## src/rtl/osc_pkg.sv

```systemverilog
`default_nettype none
package osc_pkg;
  // register byte offsets on the apb bus
  localparam logic [11:0] REFCLK_CTRL_OFFSET   = 12'h000;
  localparam logic [11:0] OSC_CTRL_OFFSET      = 12'h004;
  localparam logic [11:0] IRQ_STATUS_OFFSET    = 12'h008;
  localparam logic [11:0] IRQ_ENABLE_OFFSET    = 12'h00c;
  localparam logic [11:0] IRQ_CLEAR_OFFSET     = 12'h010;
  localparam logic [11:0] CONFIG_OFFSET        = 12'h014;
  // field positions
  localparam int REFCLK_OE_BIT   = 6;
  localparam int FREQ_SEL_LSB    = 4;
  localparam int HF_READY_BIT    = 3;
  localparam int LF_READY_BIT    = 1;
  localparam int HF_STABLE_BIT   = 0;
  localparam int CLK_SRC_BIT     = 0;
  // reset values
  localparam logic [2:0] FREQ_SEL_RESET  = 3'h6;
  localparam logic       REFCLK_OE_RESET = 1'b0;
  localparam logic       CLK_SRC_RESET   = 1'b0;
  // frequency codes
  localparam logic [2:0] FREQ_LF_31K = 3'h0;
  localparam logic [2:0] FREQ_16M    = 3'h7;
  // interrupt status layout
  localparam int IRQ_HF_READY  = 0;
  localparam int IRQ_LF_READY  = 1;
  localparam int IRQ_HF_STABLE = 2;
  localparam int IRQ_WIDTH     = 3;
  // source select encodings
  typedef enum logic {src_internal_type, src_external_type} clk_src_type;
endpackage : osc_pkg
`default_nettype wire

```

## src/rtl/osc_source_select_ctrl.sv

```systemverilog
// Summary of operation
// - refclk_out_enable drives reference pin, overriding direction
// - internal_osc_mode_freq_select picks divider tap or 31k
// - frequency select resets to 8 MHz code
// - hf_osc_ready in bit 3, reset zero
// - lf_osc_ready in bit 1, reset zero
// - hf_osc_stable in bit 0, reset zero
// - unimplemented bits always read zero
// - external mode uses clock input pin level
// - clock_source_select one picks external mode
// - divider switching has no start-up delay
// - stable rises with ready or later, never before it
// - all internal rates from two oscillators
`default_nettype none
module osc_source_select_ctrl #(
  parameter int DIV_WIDTH = 6
) (
  input  wire logic        pclk,
  input  wire logic        presetn,
  input  wire logic        psel,
  input  wire logic        penable,
  input  wire logic        pwrite,
  input  wire logic [11:0] paddr,
  input  wire logic [31:0] pwdata,
  input  wire logic [3:0]  pstrb,
  output logic      [31:0] prdata,
  output logic             pready,
  output logic             pslverr,
  input  wire logic        hf_osc_clk,        // 16 MHz oscillator, asynchronous level
  input  wire logic        hf_secondary_up,   // fast secondary clock running
  input  wire logic        hf_primary_locked, // accurate primary clock locked
  input  wire logic        lf_osc_clk,        // 31 kHz oscillator
  input  wire logic        lf_osc_up,         // low-frequency oscillator running
  input  wire logic        clock_input_pin,   // external logic-level clock
  input  wire logic        pin_direction_control, // 1 = pin is input
  input  wire logic        gpio_out,          // port latch value for the pin
  output logic             reference_clock_pin_o,
  output logic             reference_clock_pin_oe_n,
  output logic             system_clock,      // selected system clock level
  output logic             clock_input_is_gpio,
  output logic             irq
);

  // synchroniser stages: first flops only feed second flops
  logic [5:0] sync1_reg;
  logic [5:0] sync2_reg;
  logic       hf_clk_s;                       // synced hf oscillator level
  logic       hf_up_s;                        // synced secondary running flag
  logic       hf_lock_s;                      // synced primary lock flag
  logic       lf_clk_s;                       // synced lf oscillator level
  logic       lf_up_s;                        // synced lf running flag
  logic       ext_clk_s;                      // synced external clock level
  logic       hf_clk_d_reg;                   // for edge detection on the synced hf clock

  // software state
  localparam int IRQ_WIDTH_L = osc_pkg::IRQ_WIDTH;
  logic       refclk_out_enable_reg;
  logic [2:0] internal_osc_mode_freq_select_reg;
  logic       clock_source_select_reg;
  logic [IRQ_WIDTH_L-1:0] irq_status_reg;
  logic [IRQ_WIDTH_L-1:0] irq_enable_reg;
  logic [IRQ_WIDTH_L-1:0] irq_status_next;

  // oscillator state flags and their previous values
  logic       hf_ready_reg;                   // secondary clock ready, software view
  logic       lf_ready_reg;                   // lf oscillator ready, software view
  logic       hf_stable_reg;                  // primary clock stable, software view
  logic       hf_ready_d_reg;                 // previous values, for rising-edge events
  logic       lf_ready_d_reg;
  logic       hf_stable_d_reg;

  // divider built from the high-frequency oscillator
  logic [DIV_WIDTH-1:0] div_reg;
  logic       int_clock;
  logic       system_clock_next;

  // apb decode
  logic       wr_en;
  logic       rd_en;
  logic       addr_hit;
  logic [7:0] rd_byte;

  // unpack the second stage; only these copies feed any logic
  assign {hf_clk_s, hf_up_s, hf_lock_s, lf_clk_s, lf_up_s, ext_clk_s} = sync2_reg;

  // two-flop synchronisers for every asynchronous input
  always_ff @(posedge pclk or negedge presetn) begin
    if (!presetn) begin
      sync1_reg <= 6'h00;
      sync2_reg <= 6'h00;
    end else begin
      sync1_reg <= {hf_osc_clk, hf_secondary_up, hf_primary_locked,
                    lf_osc_clk, lf_osc_up, clock_input_pin};
      sync2_reg <= sync1_reg;
    end
  end

  // oscillator status flags; stable only with ready so the order is kept
  always_ff @(posedge pclk or negedge presetn) begin
    if (!presetn) begin
      hf_ready_reg  <= 1'b0;
      lf_ready_reg  <= 1'b0;
      hf_stable_reg <= 1'b0;
    end else begin
      hf_ready_reg  <= hf_up_s;
      lf_ready_reg  <= lf_up_s;
      hf_stable_reg <= hf_up_s & hf_lock_s;
    end
  end

  // previous flag values for rising-edge events
  always_ff @(posedge pclk or negedge presetn) begin
    if (!presetn) begin
      hf_ready_d_reg  <= 1'b0;
      lf_ready_d_reg  <= 1'b0;
      hf_stable_d_reg <= 1'b0;
      hf_clk_d_reg    <= 1'b0;
    end else begin
      hf_ready_d_reg  <= hf_ready_reg;
      lf_ready_d_reg  <= lf_ready_reg;
      hf_stable_d_reg <= hf_stable_reg;
      hf_clk_d_reg    <= hf_clk_s;
    end
  end

  // free-running divider on the hf oscillator edges; taps only, so no restart on change
  always_ff @(posedge pclk or negedge presetn) begin
    if (!presetn) begin
      div_reg <= '0;
    end else if (hf_clk_s && !hf_clk_d_reg) begin
      div_reg <= div_reg + 1'b1;
    end
  end

  // tap select: code 7 is the raw oscillator, codes 6 down to 1 halve each step, code 0 is the lf oscillator
  always_comb begin
    // codes 6 down to 1 pick divider bits 0 up to 5, so each step halves the rate
    case (internal_osc_mode_freq_select_reg)
      osc_pkg::FREQ_LF_31K: int_clock = lf_clk_s;
      osc_pkg::FREQ_16M:    int_clock = hf_clk_s;
      default: int_clock = div_reg[3'h6 - internal_osc_mode_freq_select_reg];
    endcase
  end

  // external mode bypasses the field entirely, which keeps its value for later
  assign system_clock_next = clock_source_select_reg ? ext_clk_s : int_clock;

  // registered clock outputs
  // with the output enabled both load from one source, so the pin copy stays in phase with the system clock
  always_ff @(posedge pclk or negedge presetn) begin
    if (!presetn) begin
      system_clock          <= 1'b0;
      reference_clock_pin_o <= 1'b0;
    end else begin
      system_clock          <= system_clock_next;
      reference_clock_pin_o <= refclk_out_enable_reg ? system_clock_next : gpio_out;
    end
  end

  // pin driven when output enable set, whatever the direction control says
  assign reference_clock_pin_oe_n = !(refclk_out_enable_reg || !pin_direction_control);
  assign clock_input_is_gpio = !clock_source_select_reg;

  // apb: zero wait states, every access answered in its access cycle
  assign pready   = 1'b1;
  assign addr_hit = (paddr == osc_pkg::REFCLK_CTRL_OFFSET) ||
                    (paddr == osc_pkg::OSC_CTRL_OFFSET)    ||
                    (paddr == osc_pkg::IRQ_STATUS_OFFSET)  ||
                    (paddr == osc_pkg::IRQ_ENABLE_OFFSET)  ||
                    (paddr == osc_pkg::IRQ_CLEAR_OFFSET)   ||
                    (paddr == osc_pkg::CONFIG_OFFSET);
  // unmapped places answer with an error and leave every register alone
  assign pslverr  = psel && penable && !addr_hit;
  assign wr_en    = psel && penable && pwrite && pstrb[0] && addr_hit;
  assign rd_en    = psel && penable && !pwrite;

  // software writable control bits
  always_ff @(posedge pclk or negedge presetn) begin
    if (!presetn) begin
      refclk_out_enable_reg   <= osc_pkg::REFCLK_OE_RESET;
      internal_osc_mode_freq_select_reg  <= osc_pkg::FREQ_SEL_RESET;
      clock_source_select_reg <= osc_pkg::CLK_SRC_RESET;
      irq_enable_reg          <= '0;
    end else if (wr_en) begin
      case (paddr)
        osc_pkg::REFCLK_CTRL_OFFSET:
          refclk_out_enable_reg <= pwdata[osc_pkg::REFCLK_OE_BIT];
        osc_pkg::OSC_CTRL_OFFSET:
          internal_osc_mode_freq_select_reg <= pwdata[osc_pkg::FREQ_SEL_LSB +: 3];
        osc_pkg::CONFIG_OFFSET:
          clock_source_select_reg <= pwdata[osc_pkg::CLK_SRC_BIT];
        osc_pkg::IRQ_ENABLE_OFFSET:
          irq_enable_reg <= pwdata[IRQ_WIDTH_L-1:0];
        // status and clear hold no storage of their own here
        default: ;
      endcase
    end
  end

  // sticky events: a new rise wins over a same-cycle clear
  always_comb begin
    irq_status_next = irq_status_reg;
    if (wr_en && paddr == osc_pkg::IRQ_CLEAR_OFFSET) begin
      irq_status_next = irq_status_next & ~pwdata[IRQ_WIDTH_L-1:0];
    end
    if (hf_ready_reg && !hf_ready_d_reg) begin
      irq_status_next[osc_pkg::IRQ_HF_READY] = 1'b1;
    end
    if (lf_ready_reg && !lf_ready_d_reg) begin
      irq_status_next[osc_pkg::IRQ_LF_READY] = 1'b1;
    end
    if (hf_stable_reg && !hf_stable_d_reg) begin
      irq_status_next[osc_pkg::IRQ_HF_STABLE] = 1'b1;
    end
  end

  // status register
  // one flop per event; the next value already merges set and clear
  always_ff @(posedge pclk or negedge presetn) begin
    if (!presetn) begin
      irq_status_reg <= '0;
    end else begin
      irq_status_reg <= irq_status_next;
    end
  end

  // level interrupt
  // built from the next status so a new event raises irq with no extra lag
  always_ff @(posedge pclk or negedge presetn) begin
    if (!presetn) begin
      irq <= 1'b0;
    end else begin
      irq <= |(irq_status_next & irq_enable_reg);
    end
  end

  // read mux; unimplemented bits are zero
  always_comb begin
    rd_byte = 8'h00;
    case (paddr)
      osc_pkg::REFCLK_CTRL_OFFSET:
        rd_byte[osc_pkg::REFCLK_OE_BIT] = refclk_out_enable_reg;
      osc_pkg::OSC_CTRL_OFFSET: begin
        rd_byte[osc_pkg::FREQ_SEL_LSB +: 3] = internal_osc_mode_freq_select_reg;
        rd_byte[osc_pkg::HF_READY_BIT]      = hf_ready_reg;
        rd_byte[osc_pkg::LF_READY_BIT]      = lf_ready_reg;
        rd_byte[osc_pkg::HF_STABLE_BIT]     = hf_stable_reg;
      end
      // the clear register is write-only and falls to the default zero
      osc_pkg::IRQ_STATUS_OFFSET: rd_byte[IRQ_WIDTH_L-1:0] = irq_status_reg;
      osc_pkg::IRQ_ENABLE_OFFSET: rd_byte[IRQ_WIDTH_L-1:0] = irq_enable_reg;
      osc_pkg::CONFIG_OFFSET:     rd_byte[osc_pkg::CLK_SRC_BIT] = clock_source_select_reg;
      default: rd_byte = 8'h00;
    endcase
  end

  // read data from a flop, loaded in the setup cycle so it is valid at the access edge
  always_ff @(posedge pclk or negedge presetn) begin
    if (!presetn) begin
      prdata <= 32'h0000_0000;
    end else if (psel && !penable && !pwrite) begin
      prdata <= {24'h00_0000, rd_byte};
    end
  end

  // assertions, all on the bus clock and idle while reset is low
  // an enabled reference output always owns the pin
  AST_OE_DRIVES: assert property (@(posedge pclk) disable iff (!presetn)
    refclk_out_enable_reg |-> !reference_clock_pin_oe_n)
    else $error("reference pin not driven while enabled");

  // with the output off, a pin set as input stays undriven
  AST_OE_RELEASE: assert property (@(posedge pclk) disable iff (!presetn)
    !refclk_out_enable_reg && pin_direction_control |-> reference_clock_pin_oe_n)
    else $error("reference pin driven while disabled");

  // the pin copy carries the same clock as the system output
  AST_PIN_FOLLOWS: assert property (@(posedge pclk) disable iff (!presetn)
    refclk_out_enable_reg |=> reference_clock_pin_o == system_clock)
    else $error("reference pin not carrying the clock");

  // external mode passes the synced pin level straight through
  AST_SYS_EXT: assert property (@(posedge pclk) disable iff (!presetn)
    clock_source_select_reg && $stable(clock_source_select_reg)
    |=> system_clock == $past(ext_clk_s))
    else $error("external clock not followed");

  // the input pin is free for general use only in internal mode
  AST_GPIO_FREE: assert property (@(posedge pclk) disable iff (!presetn)
    clock_input_is_gpio == !clock_source_select_reg)
    else $error("pin role wrong");

  // the accurate clock never reports before the fast one
  AST_STABLE_AFTER_READY: assert property (@(posedge pclk) disable iff (!presetn)
    hf_stable_reg |-> hf_ready_reg)
    else $error("stable before ready");

  // a running lf oscillator shows up one cycle later
  AST_LF_READY: assert property (@(posedge pclk) disable iff (!presetn)
    lf_up_s |=> lf_ready_reg)
    else $error("lf ready not reported");

  // a stopped lf oscillator drops its flag one cycle later
  AST_LF_DOWN: assert property (@(posedge pclk) disable iff (!presetn)
    !lf_up_s |=> !lf_ready_reg)
    else $error("lf ready kept without oscillator");

  // a running secondary clock shows up one cycle later
  AST_HF_READY: assert property (@(posedge pclk) disable iff (!presetn)
    hf_up_s |=> hf_ready_reg)
    else $error("hf ready not reported");

  // the ready flag never claims more than the synced input says
  AST_READY_NEEDS_UP: assert property (@(posedge pclk) disable iff (!presetn)
    hf_ready_reg |-> $past(hf_up_s))
    else $error("hf ready without secondary clock");

  // stable needs a locked primary in the cycle before
  AST_STABLE_NEEDS_LOCK: assert property (@(posedge pclk) disable iff (!presetn)
    hf_stable_reg |-> $past(hf_lock_s))
    else $error("hf stable without lock");

  // read data carries nothing above the implemented bits
  AST_RD_ZERO: assert property (@(posedge pclk) disable iff (!presetn)
    rd_en |-> prdata[31:8] == 24'h0 && prdata[7] == 1'b0)
    else $error("unimplemented bits nonzero");

  // code 0 hands the lf oscillator to the system clock
  AST_LF_TAP: assert property (@(posedge pclk) disable iff (!presetn)
    !clock_source_select_reg && internal_osc_mode_freq_select_reg == osc_pkg::FREQ_LF_31K
    |=> system_clock == $past(lf_clk_s))
    else $error("31k tap wrong");

  // code 7 hands the raw hf oscillator to the system clock
  AST_HF_TAP: assert property (@(posedge pclk) disable iff (!presetn)
    !clock_source_select_reg && internal_osc_mode_freq_select_reg == osc_pkg::FREQ_16M
    |=> system_clock == $past(hf_clk_s))
    else $error("16 MHz tap wrong");

  // code 6 takes the first divider stage, half the hf rate
  AST_HALF_TAP: assert property (@(posedge pclk) disable iff (!presetn)
    !clock_source_select_reg && internal_osc_mode_freq_select_reg == 3'h6
    |=> system_clock == $past(div_reg[0]))
    else $error("8 MHz tap wrong");

  // the divider only moves on an hf edge, never on a code change
  AST_DIV_STEP: assert property (@(posedge pclk) disable iff (!presetn)
    !(hf_clk_s && !hf_clk_d_reg) |=> $stable(div_reg))
    else $error("divider moved without oscillator edge");

  // the frequency field changes only by its own write
  AST_FREQ_HOLD: assert property (@(posedge pclk) disable iff (!presetn)
    !(wr_en && paddr == osc_pkg::OSC_CTRL_OFFSET) |=> $stable(internal_osc_mode_freq_select_reg))
    else $error("frequency field changed without write");

endmodule : osc_source_select_ctrl
`default_nettype wire

```

## config.mk

```make
export PLATFORM = sky130hd
export DESIGN_NAME = osc_source_select_ctrl
export DESIGN_NICKNAME = d
export VERILOG_FILES = /design/src/rtl/osc_pkg.sv /design/src/rtl/osc_source_select_ctrl.sv
export SDC_FILE = /design/constraint.sdc
export NUM_CORES = 1
export LEC_CHECK = 0
export ABC_AREA = 1
export BUFFER_PORTS_ARGS = -buffer_cell sky130_fd_sc_hd__buf_2
export CELL_PAD_IN_SITES_DETAIL_PLACEMENT = 1
export CELL_PAD_IN_SITES_GLOBAL_PLACEMENT = 2
export CORE_ASPECT_RATIO = 0.7
export CORE_MARGIN = 2
export CORE_UTILIZATION = 27
export DETAILED_ROUTE_END_ITERATION = 12
export PLACE_DENSITY = 0.84
export SLEW_MARGIN = 20
export SYNTH_ARGS = -nofsm -noshare
export SYNTH_HDL_FRONTEND = slang
export SYNTH_SLANG_ARGS = --single-unit
export TNS_END_PERCENT = 1
```

## constraint.sdc

```tcl
create_clock -name pclk -period 1.9 [get_ports pclk]
set_clock_uncertainty 0.2 [all_clocks]
set_input_delay 0 -clock pclk [delete_from_list [all_inputs] [get_ports pclk]]
set_output_delay 0 -clock pclk [all_outputs]
set_load 0.05 [all_outputs]
```

==> Word-level counts from Yosys, hierarchy flattened <==
Index checks and enable logic that the tools add are counted.
{ "word_totals": {"output_inout_bits": 39, "reg_bits": 46, "elab_cells": 81, "input_bits": 61} }
{ "classes": {"mux": 14, "n_addsub": 2, "n_reduce_logical": 35, "order_cmp": 1, "eq_ne": 6, "bitwise": 4} }
{ "ops": {"columns": ["cell", "n"], "rows": [
  ["$eq 12x4->1 const B", 2],
  ["$eq 12x5->1 const B", 2],
  ["$eq 12x3->1 const B", 1],
  ["$logic_and 1x1->1", 12],
  ["$logic_not 12->1", 1],
  ["$logic_not 1->1", 10],
  ["$reduce_and 2->1", 4],
  ["$add 6x1->6 const B", 1],
  ["$and 3x3->3", 2],
  ["$logic_or 1x1->1", 6],
  ["$mux 1", 6],
  ["$mux 3", 2],
  ["$pmux 1 s2", 3],
  ["$lt 3x4->1 const B", 1],
  ["$pmux 1 s4", 1],
  ["$bmux 1 s3", 1],
  ["$eq 3x3->1 const B", 1],
  ["$logic_not 3->1", 1],
  ["$not 3->3", 1],
  ["$pmux 1 s3", 1],
  ["$reduce_or 3->1", 1],
  ["$sub 3x3->3 const A", 1],
  ["$and 1x1->1", 1]
]} }

==> Longest topological paths before layout <==
Gate-level depths: netlist of run 1.
{ "logic_depth": {"depth_word": 12, "mapped_depth": 11, "mapped_depth_nobuf": 11} }

==> Worst setup path after synthesis of run 1 <==
No wires, ideal clock.
{ "synth_path": {"path_type": "register -> register", "from": "register internal_osc_mode_freq_select_reg[1]", "to": "register reference_clock_pin_o", "setup_slack_ns": 0.282, "arrival_ns": 1.300, "path_stages_with_launch": 12, "setup_ns": 0.117, "synth_period_minus_slack_ns": 1.618, "t_required_ns": 1.583, "path_buffers": 0, "cell_sequence": "dfstp_2 -> inv_1 -> ha_1 -> inv_1 -> nand3_1 -> nand2_1 -> nand2_1 -> nand2_1 -> nand2_1 -> nand2_1 -> nand3_1 -> nand2_1"} }
{ "synth_via": {"elab_chain_len": 6, "elab_cells_between_ends": 8, "classes_between": "add/sub (1); eq/ne (1); mux (5); reduce/logical (1)"} }
{ "synth_rtl": {"columns": ["item", "line_no", "text"], "rows": [
  ["from (decl)", "osc_source_select_ctrl.sv:58", "logic [2:0] internal_osc_mode_freq_select_reg;"],
  ["from (signal assigned)", "osc_source_select_ctrl.sv:181", "internal_osc_mode_freq_select_reg <= osc_pkg::FREQ_SEL_RESET;"],
  ["from (signal assigned)", "osc_source_select_ctrl.sv:189", "internal_osc_mode_freq_select_reg <= pwdata[osc_pkg::FREQ_SEL_LSB +: 3];"],
  ["$sub 3x3->3", "osc_source_select_ctrl.sv:141", "default: int_clock = div_reg[3'h6 - internal_osc_mode_freq_select_reg];"],
  ["$bmux 1 s3", "osc_source_select_ctrl.sv:141", null],
  ["$mux 1 (implied by the code)", "osc_source_select_ctrl.sv:141", null],
  ["$pmux 1 s2 (*)", "osc_source_select_ctrl.sv:138", "case (internal_osc_mode_freq_select_reg)"],
  ["$mux 1 (*)", "osc_source_select_ctrl.sv:146", "assign system_clock_next = clock_source_select_reg ? ext_clk_s : int_clock;"],
  ["$mux 1 (*)", "osc_source_select_ctrl.sv:156", "reference_clock_pin_o <= refclk_out_enable_reg ? system_clock_next : gpio_out;"],
  ["to (signal assigned)", "osc_source_select_ctrl.sv:156", null],
  ["to (decl)", "osc_source_select_ctrl.sv:37", "output logic reference_clock_pin_o,"]
]} }
Mark *: on every way between the ends. The rest lies on a longest branch, timed or not. The select of a mux whose other input is x is not followed.
A chain may end at the register's enable or synchronous reset.

==> Worst setup path in the final report of run 1 <==
{ "layout_path": {"from": "input port paddr[1]", "to": "output port pslverr"} }
{ "layout_via": {"elab_chain_len": 8, "elab_cells_between_ends": 13, "classes_between": "eq/ne (5); reduce/logical (8)"} }
{ "layout_rtl": {"columns": ["item", "line_no", "text"], "rows": [
  ["from (decl)", "osc_source_select_ctrl.sv:23", "input wire logic [11:0] paddr,"],
  ["$eq 12x3->1 or $logic_not 12->1 (tied branches)", "osc_source_select_ctrl.sv:167, osc_source_select_ctrl.sv:166", null],
  ["$logic_or 1x1->1", "osc_source_select_ctrl.sv:166", "assign addr_hit = (paddr == osc_pkg::REFCLK_CTRL_OFFSET) ||"],
  ["$logic_or 1x1->1", "osc_source_select_ctrl.sv:167", "(paddr == osc_pkg::OSC_CTRL_OFFSET) ||"],
  ["$logic_or 1x1->1", "osc_source_select_ctrl.sv:168", "(paddr == osc_pkg::IRQ_STATUS_OFFSET) ||"],
  ["$logic_or 1x1->1", "osc_source_select_ctrl.sv:169", "(paddr == osc_pkg::IRQ_ENABLE_OFFSET) ||"],
  ["$logic_or 1x1->1 (*)", "osc_source_select_ctrl.sv:170", "(paddr == osc_pkg::IRQ_CLEAR_OFFSET) ||"],
  ["$logic_not 1->1 (*)", "osc_source_select_ctrl.sv:173", "assign pslverr = psel && penable && !addr_hit;"],
  ["$logic_and 1x1->1 (*)", "osc_source_select_ctrl.sv:173", null],
  ["to (decl)", "osc_source_select_ctrl.sv:28", "output logic pslverr,"]
]} }
Mark *: on every way between the ends. The rest lies on a longest branch, timed or not.

==> results of run 1 <==
==> report_power, final <==
group / switching [mW] / internal, mW / total [mW]
clock network: 0.344 / 0.521 / 0.865
logic: 0.322 / 0.142 / 0.464
registers: 0.0519 / 1.07 / 1.12
total: 0.718 / 1.73 / 2.45
==> cell usage in the layout (no fill, tap or decap), drive strengths merged <==
master / instances
xnor2: 2
nand3: 26
o21ai: 6
o31ai: 2
a31oi: 1
or2: 2
xor2: 4
nand2: 62
inv: 32
clkbuf: 7
o22a: 1
o211ai: 1
nor2: 18
a21boi: 1
a21bo: 1
mux2: 2
o21a: 1
nor3: 3
mux2i: 1
bufinv: 1
ha: 4
nor4: 1
conb: 26
dlygate4sd3: 22
buf: 48
clkinv: 1
a21oi: 1
dfrtp: 44
dfstp: 2
nand4: 5
==> layout make-up <==
class                      instances  area [um2]
fill                            1019        5420
inverter                          33         138
multi-input combinational        171         947
timing repair buffer              70         470
clock inverter                     1        5.00
clock buffer                       7         143
tap                              105         131
sequential                        46        1150
==> through the flow <==
step,setup TNS (ns),utilization,area [um2]
floorplan,0,-,2420
global placement,0,0.309,2600
detailed placement,0,0.309,2600
CTS,0,0.353,2970
global route,-0.0502,0.355,2990
finish,0,0.355,2990
==> cells by family (layout without fill, tap and decap cells) <==
kind of cell	after synthesis	count (layout)	share of synthesized area
AOI/OAI and AO/OA	15	15	0.0478
xor gates and xnor gates	6	6	0.0225
adders and majority gates	4	4	0.0215
buffers and inverters	59	111	0.143
DFF	46	46	0.495
muxes	3	3	0.0172
other	2	26	0.00322
and+or+nand+nor	117	117	0.250
==> worst paths after layout <==
kind                                                                  startpoint                         endpoint  slack (ns)
max in group asynchronous                                                presetn      irq_status_reg[0]$_DFF_PN0_        0.98
worst min register to register                            sync1_reg[5]$_DFF_PN0_           sync2_reg[5]$_DFF_PN0_        0.15
worst max-delay path                                                    paddr[1]                          pslverr        0.06
worst max register to register  internal_osc_mode_freq_select_reg[1]$_DFFE_PN1P_  reference_clock_pin_o$_DFF_PN0_        0.17
worst min-delay path                                                    paddr[3]            prdata[1]$_DFFE_PN0P_       0.002
min in group asynchronous                                                presetn  reference_clock_pin_o$_DFF_PN0_        0.13
==> worst max-delay path, stage by stage <==
cell	delay [ns]
dlygate4sd3_1	0.54
buf_2	0.14
nor2_4	0.19
nand2_2	0.09
nor2_2	0.14
nand2_2	0.07
nand2_2	0.06
inv_2	0.04
nand2_4	0.09
nor2_1	0.05
buf_2	0.21
==> routing by layer <==
layer	track usage	wire, um
met1	0.149	2480
met2	0.213	2580
met3	0.0339	192
met4	0.0434	103
met5	0	0
==> timing repair <==
item                       4_1_cts  5_1_grt
hold endpoints to repair        69        0
resized for setup                0        2
hold buffers                    22        0
setup endpoints to repair        0        4
setup buffers                    0        1
==> results.md, run 1 <==
- Per-cell routed wire length: 12.4 um
- Seq cells post-synth: 46
- Top post-synthesis cells by count: 54 x nand2_1, 44 x dfrtp_1, 29 x inv_1, 26 x buf_4, 23 x nand3_1
- CP Max Fanout: 7
- Power Dens Cells: 819 mW/mm2
- Max-Slew Margin vs Limit: 0.618
- Post-Synthesis Cells: 252
- Dpl hpwl: 3960 um
- HP Class: in2reg
- Syn_area_per_cell: 9.25 um2
- Total congestion overflow: 0
- Max Fclk: 544 MHz
- Async SR Flop Fraction: 1.00
- Netlist cell types: 37
- DRT iter0 DRCs: 53
- Critical Path Sink Type: output pin
- GRT Util Overall: 0.123
- Pre-Repair DR Iteration Count: 4
- Clk pin slew, worst setup/hold paths: 0.06 ns
- Reg2reg path depth: 11
- Status: complete, no violations
- Post-synthesis sequential area ratio: 0.495
- # rows: 28
- Routability cong.: 0.782
- Final WS setup: 0.0617 ns
- Leak Pwr: 1.55 nW
- Slew @ Worst Pin: 0.573 ns
- Final Setup Violations: 0
- Max reg flops: 7
- Residual DRC count: 0
- Critical path class: in2out
- Final Slew Violations: 0
- Final Total Pwr: 2.45 mW
- CTS H-tree lvls: 2
- Worst Setup Start Kind: input port
- Worst-skew pair later-pin latency: 0.29 ns
- Area grow syn2layout: 28.2%
- Hold path cells: 4
- Crit path required time: 1.70 ns
- Antenna viol nets, final: 0
- Count leader, synth: nand2_1
- Crit path DAT: 1.64 ns
- Starting Density: 0.277
- # nets final: 392
- Placed cell count: 402
- Endpoints failing hold: 0
- Initial antenna violation count: 0
- Die area: 0.00940 mm2
- Die width: 115 um
- CTS tree: yes
- Synth warn: 0
- Synth area leader: dfrtp_1
- Post-synth top area share: 0.472
- Min Hold Slack: 0.00187 ns
- CORE AREA: 0.00841 mm2
- CTS max path bufs: 2
- Vias in the first global route: 1848
- Clock root cell: clkbuf_16
- Port-buffer cells: 44
- # IOs: 100
- CTS Sinks: 46
- Peak VDD IR: 0.300 mV
- Layout Cells excl Fill: 433
- Synth Flop Type: dfrtp_1
- Fin crit period: 1.84 ns
- Final period util: 0.968
- Via count: 1829
- Largest cells by area after synthesis: dfrtp_1 47%, nand2_1 8.7%, buf_4 8.4%
- Pre-CTS setup slack: 0.142 ns
- Final WL: 5350 um
- RSZ-0062 raised after global routing: true
- Max-Cap Viols: 0
- First-pass GRT wire length: 8780 um
- Avg Vias per Cell: 4.22
- EDFF count, synth: 0
- Cell area after synthesis: 0.00233 mm2
- DIE HEIGHT: 81.7 um
- Diodes inserted: 0
- TritonCTS buffer count: 5
- Reg with most FFs: prdata
- Layout cell share with drive strength beyond 1: 0.253
- Largest net degree at the start of global routing: 47
No activity file was read; power rests on OpenSTA's default activity.
==> inputs of run 2 (changes only) <==
ABC_AREA = unset   (was 1)
PLACE_DENSITY = 0.82   (was 0.84)
TNS_END_PERCENT = unset   (was 1)
==> run 2 against run 1 <==
  * The flow now finishes with violations (negative hold slack, negative setup slack)
  * First-iteration DRC count fell by 13%
  * Core utilization rose by 1.4 points
  * Non-clock buffer count rose by 9
  * Register-to-register slack got worse by 0.69 ns
  * Synthesized cell count fell by 25%
  * Critical path type is now reg2reg
  * Largest power group unchanged
  * Highest routed layer unchanged
==> results.md, run 2 <==
- Status: finished, violations left
- Violated checks: negative hold slack, negative setup slack
- Min Hold Slack: -0.0698 ns (-0.0717 ns)
- Max stage delay on crit path: 0.54 ns (about the same)
- Seq cells post-synth: 46 (unchanged)
- Layout cell share with drive strength beyond 1: 0.341 (+0.0877)
- CORE AREA: 0.00777 mm2 (-7.6%)
- Pre-CTS setup slack: -0.501 ns (-0.643 ns)
- CTS max path bufs: 2 (unchanged)
- Total congestion overflow: 0 (unchanged)
- RSZ-0062 raised after global routing: true
- Max reg flops: 7 (unchanged)
- Port-buffer cells: 44 (unchanged)
- Most frequent cells in the layout: 44 x dfrtp_1, 44 x buf_2, 26 x conb_1, 19 x dlygate4sd3_1, 17 x nand2_1
- GRT Max-Usage Layer: met2
- Worst Setup Start Kind: register
- Final Slew Violations: 0 (unchanged)
- Critical path class: reg2reg
- EDFF count, synth: 0 (unchanged)
- Critical Path Sink Type: register
- Count leader, synth: dfrtp_1
- Crit path required time: 1.87 ns (+0.17 ns)
- Sequential share of power: 0.438 (-0.019)
- CTS Sinks: 46 (unchanged)
- Grt met3 use: 0.0332 (-0.000744)
- Syn_area_per_cell: 11.3 um2 (+22%)
- Per-cell routed wire length: 13.8 um (+12%)
- Diodes inserted: 0 (unchanged)
- # IOs: 100 (unchanged)
- First-pass GRT wire length: 8400 um (-4.3%)
- Bufs and invs on worst path: 1 (-3)
- Area grow syn2layout: 33.9%
- Cell area after synthesis: 0.00214 mm2 (-8.2%)
- HP Class: in2reg
- TritonCTS buffer count: 5 (unchanged)
- Routability cong.: 0.826 (+5.6%)
- # nets final: 334 (-15%)
- Clk pin slew, worst setup/hold paths: 0.06 ns (about the same)
- Multi-input gate area: 880 um2 (-7.1%)
- Largest net degree at the start of global routing: 34 (-28%)
- Die width: 110 um (-4.0%)
- Final instance area: 0.00287 mm2 (-4.1%)
- CP delay by family, top: multiplexers
- Post-Synthesis Cells: 190 (-25%)
- Final period util: 1.28 (+0.309)
- NetSw: 702 uW (-2.2%)
- Combinational power share: 0.199 (+0.010)
- CP max stage cell: dfstp_2
- Final WL: 5120 um (-4.2%)
- CTS H-tree lvls: 2 (unchanged)
- Post-synth top area share: 0.514 (+0.0420)
- Leak Pwr: 1.34 nW (-14%)
- Slew @ Worst Pin: 0.765 ns (+0.192 ns)
- Vias in the first global route: 1646 (-11%)
- Largest cells by area after synthesis: dfrtp_1 51%, buf_4 9.1%, mux2_2 4.7%
- Crit path DAT: 2.39 ns (+0.75 ns)
- Residual DRC count: 0 (unchanged)
- GRT Util Overall: 0.124 (+0.00134)
- Filler instances: 897 (-12%)
- Worst-path cell chain: inv_2 -> ha_4 -> mux4_2 -> a32oi_1 -> a22oi_1 -> o22a_1 -> mux2_4
- Peak VDD IR: 0.375 mV (+25%)
- CTS tree: yes
- Die area: 0.00867 mm2 (-7.8%)
- Clock root cell: clkbuf_16
- Max Fclk: 412 MHz (-24%)
- Clock Power Share: 0.364 (+0.011)
- Placed cell count: 341 (-15%)
- # rows: 27 (-3.6%)
- DIE HEIGHT: 78.5 um (-4.0%)
- Top post-synthesis cells by count: 44 x dfrtp_1, 26 x buf_4, 17 x nand2_1, 9 x mux2_2, 9 x nor2_1
- Avg Vias per Cell: 4.26 (+0.82%)
- Max-Slew Margin vs Limit: 0.490 (-0.128)
- Post-synthesis sequential area ratio: 0.539 (+0.0440)
- Max-Cap Viols: 0 (unchanged)
- Int Pwr: 1.84 mW (+6.3%)
- Sw frac: 0.276 (-0.0169)
- Pre-Repair DR Iteration Count: 4 (unchanged)
- Worst-skew pair later-pin latency: 0.29 ns (about the same)
- Placed inst area: 0.00247 mm2 (-4.9%)
- Synth warn: 0 (unchanged)
- Met1 Track Usage GR: 0.163 (+0.0137)
- Layout Cells excl Fill: 371 (-14%)
- Dpl hpwl: 3680 um (-7.0%)
- Synth area leader: dfrtp_1
- Power Dens Cells: 886 mW/mm2 (+8.2%)
- Via count: 1580 (-14%)
- Synth Flop Type: dfrtp_1
- Register area: 0.00115 mm2 (unchanged)
- Async SR Flop Fraction: 1.00 (unchanged)
- GR Util met2: 0.202 (-0.0111)
- Final WS setup: -0.525 ns (-0.586 ns)
- Netlist cell types: 40 (+8.1%)
- Initial antenna violation count: 0 (unchanged)
- CP Max Fanout: 2 (-5)
- Starting Density: 0.276 (-0.00171)
- Endpoints failing hold: 2 (+2)
- DRT iter0 DRCs: 46 (-13%)
- Antenna viol nets, final: 0 (unchanged)
- Reg with most FFs: prdata
- Fin crit period: 2.42 ns (+0.586 ns)
- Final Setup Violations: 2 (+2)
## run 2: layout make-up
| cell class | count | share of cell area |
|---|---|---|
| Multi-Input combinational cell | 133 | 0.307 |
| Tap cell | 101 | 0.0441 |
| Inverter | 4 | 0.00524 |
| Clock buffer | 7 | 0.0533 |
| Clock inverter | 1 | 0.00306 |
| Sequential cell | 46 | 0.402 |
| Timing Repair Buffer | 79 | 0.185 |
## run 2: timing repair
item / CTS / global route
pin swaps: 0 / 1
hold endpoints to repair: 54 / 2
buffers inserted: 2 / 1
setup endpoints to repair: 2 / 12
hold buffers: 19 / 1
gates resized for setup: 0 / 5
## run 2: worst paths after layout
path | start | to | slack, ns | cells past startpoint
worst max-delay path | internal_osc_mode_freq_select_reg[1]$_DFFE_PN1P_ | reference_clock_pin_o$_DFF_PN0_ | -0.52 | 7
worst min register to register | sync2_reg[1]$_DFF_PN0_ | lf_ready_reg$_DFF_PN0_ | 0.15 | 0
worst max register to register | internal_osc_mode_freq_select_reg[1]$_DFFE_PN1P_ | reference_clock_pin_o$_DFF_PN0_ | -0.52 | 7
max in group asynchronous | presetn | hf_ready_reg$_DFF_PN0_ | 0.77 | 3
worst min-delay path | paddr[8] | prdata[4]$_DFFE_PN0P_ | -0.07 | 4
min in group asynchronous | presetn | prdata[1]$_DFFE_PN0P_ | 0.12 | 2
## run 2: logic make-up after synthesis
kind of cell	count (synthesis)	share of synthesized area
adders and majority gates	4	0.0234
DFF	46	0.539
xor gates and xnor gates	5	0.0205
other	2	0.00351
muxes	13	0.0742
buffers and inverters	35	0.108
and+or+nand+nor	57	0.143
AOI/OAI and AO/OA	28	0.0888
## run 2: metal layers
layer / routed length (um) / vias up
li1: - / 764
met1: 2500 / 759
met4: 65 / 0
met3: 246 / 7
met2: 2310 / 50
met5: 0 / -
## run 2: tightest hold or removal path: stages
cell and delay (ns):
buf_2 0.09, nor4_2 0.04, nand4_1 0.16, o31ai_2 0.08
## run 2: metrics by stage
step / total power [mW] / utilization / TNS, ns
floorplan: 1.45 / - / -0.587
global placement: 1.56 / 0.318 / -0.601
detailed placement: 1.58 / 0.318 / -0.751
CTS: 2.56 / 0.365 / -0.895
global route: 2.68 / 0.369 / -1.08
finish: 2.54 / 0.369 / -0.921
## run 2: power groups by stage
stage	Combinational, mW	Clock (mW)	Sequential (mW)
global placement	0.440	0	1.12
detailed placement	0.458	0	1.12
CTS	0.491	0.952	1.11
floorplan	0.309	0	1.14
global route	0.558	1.00	1.12
finish	0.504	0.924	1.11
==> inputs of run 3 (changes only) <==
GPL_ROUTABILITY_DRIVEN = 0   (was unset)
clock period = 2.6 ns   (was 1.9 ns; I/O delays follow)
==> run 3 against run 2 <==
  * The run now ends clean
  * Non-clock buffer count decreased by 13
  * Wire length decreased by 8.3%
  * Clock power decreased by 36%
  * Sequential power decreased by 25%
==> results.md, run 3 (same netlist as run 2, synthesis figures left out) <==
- Die width: 110 um (unchanged)
- Bufs and invs on worst path: 1 (unchanged)
- Sw frac: 0.279 (+0.00313)
- Most frequent cells in the layout: 44 x dfrtp_1, 43 x buf_2, 26 x conb_1, 20 x dlygate4sd3_1, 17 x nand2_1
- Max Fclk: 397 MHz (-3.7%)
- Max reg flops: 7 (unchanged)
- Reg2reg path depth: 7 (unchanged)
- Residual DRC count: 0 (unchanged)
- Starting Density: 0.276 (unchanged)
- Max-Slew Margin vs Limit: 0.613 (+0.123)
- CTS Sinks: 46 (unchanged)
- Worst-skew pair later-pin latency: 0.28 ns (about the same)
- Initial antenna violation count: 0 (unchanged)
- Critical R2R Capture: reference_clock_pin_o$_DFF_PN0_
- Port-buffer cells: 44 (unchanged)
- Reg with most FFs: prdata
- TritonCTS buffer count: 5 (unchanged)
- Final WL: 4700 um (-8.3%)
- Reg-to-Reg Start: internal_osc_mode_freq_select_reg[1]$_DFFE_PN1P_
- # nets final: 321 (-3.9%)
- Layout cell share with drive strength beyond 1: 0.277 (-0.0634)
- Final Slew Violations: 0 (unchanged)
- Per-cell routed wire length: 13.2 um (-4.7%)
- Multi-input gate area: 860 um2 (-2.3%)
- NetSw: 477 uW (-32%)
- Endpoints failing hold: 0 (-2)
- Crit path required time: 2.57 ns (+0.70 ns)
- CTS max path bufs: 2 (unchanged)
- Leak Pwr: 1.26 nW (-6.1%)
- Filler instances: 890 (-0.78%)
- Critical Path Sink Type: register
- Final period util: 0.968 (-0.308)
- GRT Util Overall: 0.112 (-0.0129)
- Slew @ Worst Pin: 0.580 ns (-0.185 ns)
- Avg Vias per Cell: 4.26 (+0.11%)
- Final Total Pwr: 1.71 mW (-33%)
- CP max stage cell: dfstp_2
- Power Dens Cells: 626 mW/mm2 (-29%)
- # IOs: 100 (unchanged)
- DIE HEIGHT: 78.5 um (unchanged)
- CP delay by family, top: multiplexers
- HP Class: in2reg
- Register area: 0.00115 mm2 (unchanged)
- Die area: 0.00867 mm2 (unchanged)
- Clock Power Share: 0.348 (-0.016)
- DRT iter0 DRCs: 66 (+43%)
- Sequential share of power: 0.486 (+0.048)
- Commonest non-fill, non-tap cell in the layout: dfrtp_1
- Setup TNS: 0 ns (+0.921 ns)
- CP Max Fanout: 3 (+1)
- Int Pwr: 1.23 mW (-33%)
- Min Hold Slack: 0.0130 ns (+0.0829 ns)
- Status: complete, no violations
- WHS Endpoint: internal_osc_mode_freq_select_reg[1]$_DFFE_PN1P_
- Diodes inserted: 0 (unchanged)
- Final Setup Violations: 0 (-2)
- Crit path DAT: 2.48 ns (+0.09 ns)
- Max-Cap Viols: 0 (unchanged)
- CTS H-tree lvls: 2 (unchanged)
- Dpl hpwl: 3440 um (-6.6%)
- Worst-path cell chain: inv_1 -> ha_4 -> mux4_2 -> a32oi_1 -> a22oi_1 -> o22a_1 -> mux2_4
- Largest net degree at the start of global routing: 47 (+38%)
- Worst Setup Start Kind: register
- Critical path class: reg2reg
- Vias in the first global route: 1518 (-7.8%)
- Hold path cells: 5 (+1)
- Pre-Repair DR Iteration Count: 4 (unchanged)
- Clock root cell: clkbuf_16
- Antenna viol nets, final: 0 (unchanged)
- Max stage delay on crit path: 0.56 ns (+0.02 ns)
- Hold Crit Start: paddr[8]
- # rows: 27 (unchanged)
- Via count: 1522 (-3.7%)
- Area grow syn2layout: 27.4%
- CTS tree: yes
- Clk pin slew, worst setup/hold paths: 0.06 ns (about the same)
- Peak VDD IR: 0.230 mV (-39%)
- Combinational power share: 0.166 (-0.033)
- RSZ-0062 raised after global routing: false
- First-pass GRT wire length: 7620 um (-9.3%)
- Total congestion overflow: 0 (unchanged)
- Buffer count from post-CTS setup fixing: 0 (-2)
- FF-to-FF setup slack: 0.08 ns (+0.61 ns)
- Fin crit period: 2.52 ns (+0.0923 ns)
- CORE AREA: 0.00777 mm2 (unchanged)
-- run 3: per-stage QoR --
stage	cell area [um2]	utilization	worst slack (ns)	std cells
floorplan	2230	-	0.194	214
global placement	2380	0.306	0.0761	330
detailed placement	2380	0.306	0.00558	330
CTS	2730	0.351	0.0494	357
global route	2730	0.351	0.0117	357
finish	2730	0.351	0.0831	357
-- run 3: worst min-delay path, delay by kind of cell --
| kind | cells | cell delay, ns |
|---|---|---|
| AO/OA/AOI/OAI | 1 | 0.15 |
| buffers and inverters | 1 | 0.08 |
| AND/OR/NAND/NOR | 3 | 0.23 |
-- run 3: cell type report --
cell class	instances	share of cell area
repair buffers	66	0.161
clock buffers	5	0.0459
multi-input cells	133	0.315
flip-flops and latches	46	0.423
well taps	101	0.0463
clock inverters	2	0.00367
inverters	4	0.00550
-- run 3: how the worst max path moves through the flow --
stage	start	end	slack [ns]	depth (start not counted)
global route	internal_osc_mode_freq_select_reg[1]$_DFFE_PN1P_	reference_clock_pin_o$_DFF_PN0_	0.01	7
finish	internal_osc_mode_freq_select_reg[1]$_DFFE_PN1P_	reference_clock_pin_o$_DFF_PN0_	0.08	7
detailed placement	internal_osc_mode_freq_select_reg[1]$_DFFE_PN1P_	reference_clock_pin_o$_DFF_PN0_	0.006	7
floorplan	internal_osc_mode_freq_select_reg[1]$_DFFE_PN1P_	reference_clock_pin_o$_DFF_PN0_	0.19	7
CTS	internal_osc_mode_freq_select_reg[1]$_DFFE_PN1P_	reference_clock_pin_o$_DFF_PN0_	0.05	7
global placement	internal_osc_mode_freq_select_reg[1]$_DFFE_PN1P_	reference_clock_pin_o$_DFF_PN0_	0.08	7
-- run 3: power by group through the flow --
stage | clock network, mW | logic [mW] | registers (mW)
after floorplan | 0 | 0.227 | 0.833
after global placement | 0 | 0.256 | 0.838
after detailed placement | 0 | 0.266 | 0.844
after CTS | 0.617 | 0.286 | 0.832
after global routing | 0.649 | 0.309 | 0.841
final | 0.594 | 0.283 | 0.830
-- run 3: layer usage --
| metal | GRT usage | wire, um |
|---|---|---|
| met2 | 0.155 | 1980 |
| met4 | 0.0338 | 41 |
| met5 | 0 | 0 |
| met1 | 0.166 | 2430 |
| met3 | 0.0317 | 242 |
-- run 3: timing repair --
item / 4_1_cts / 5_1_grt
hold endpoints to repair: 69 / 0
pin swaps: 0 / 1
hold buffers: 20 / 0
gates cloned: 0 / 0
setup endpoints to repair: 1 / 1
gates resized for setup: 1 / 0
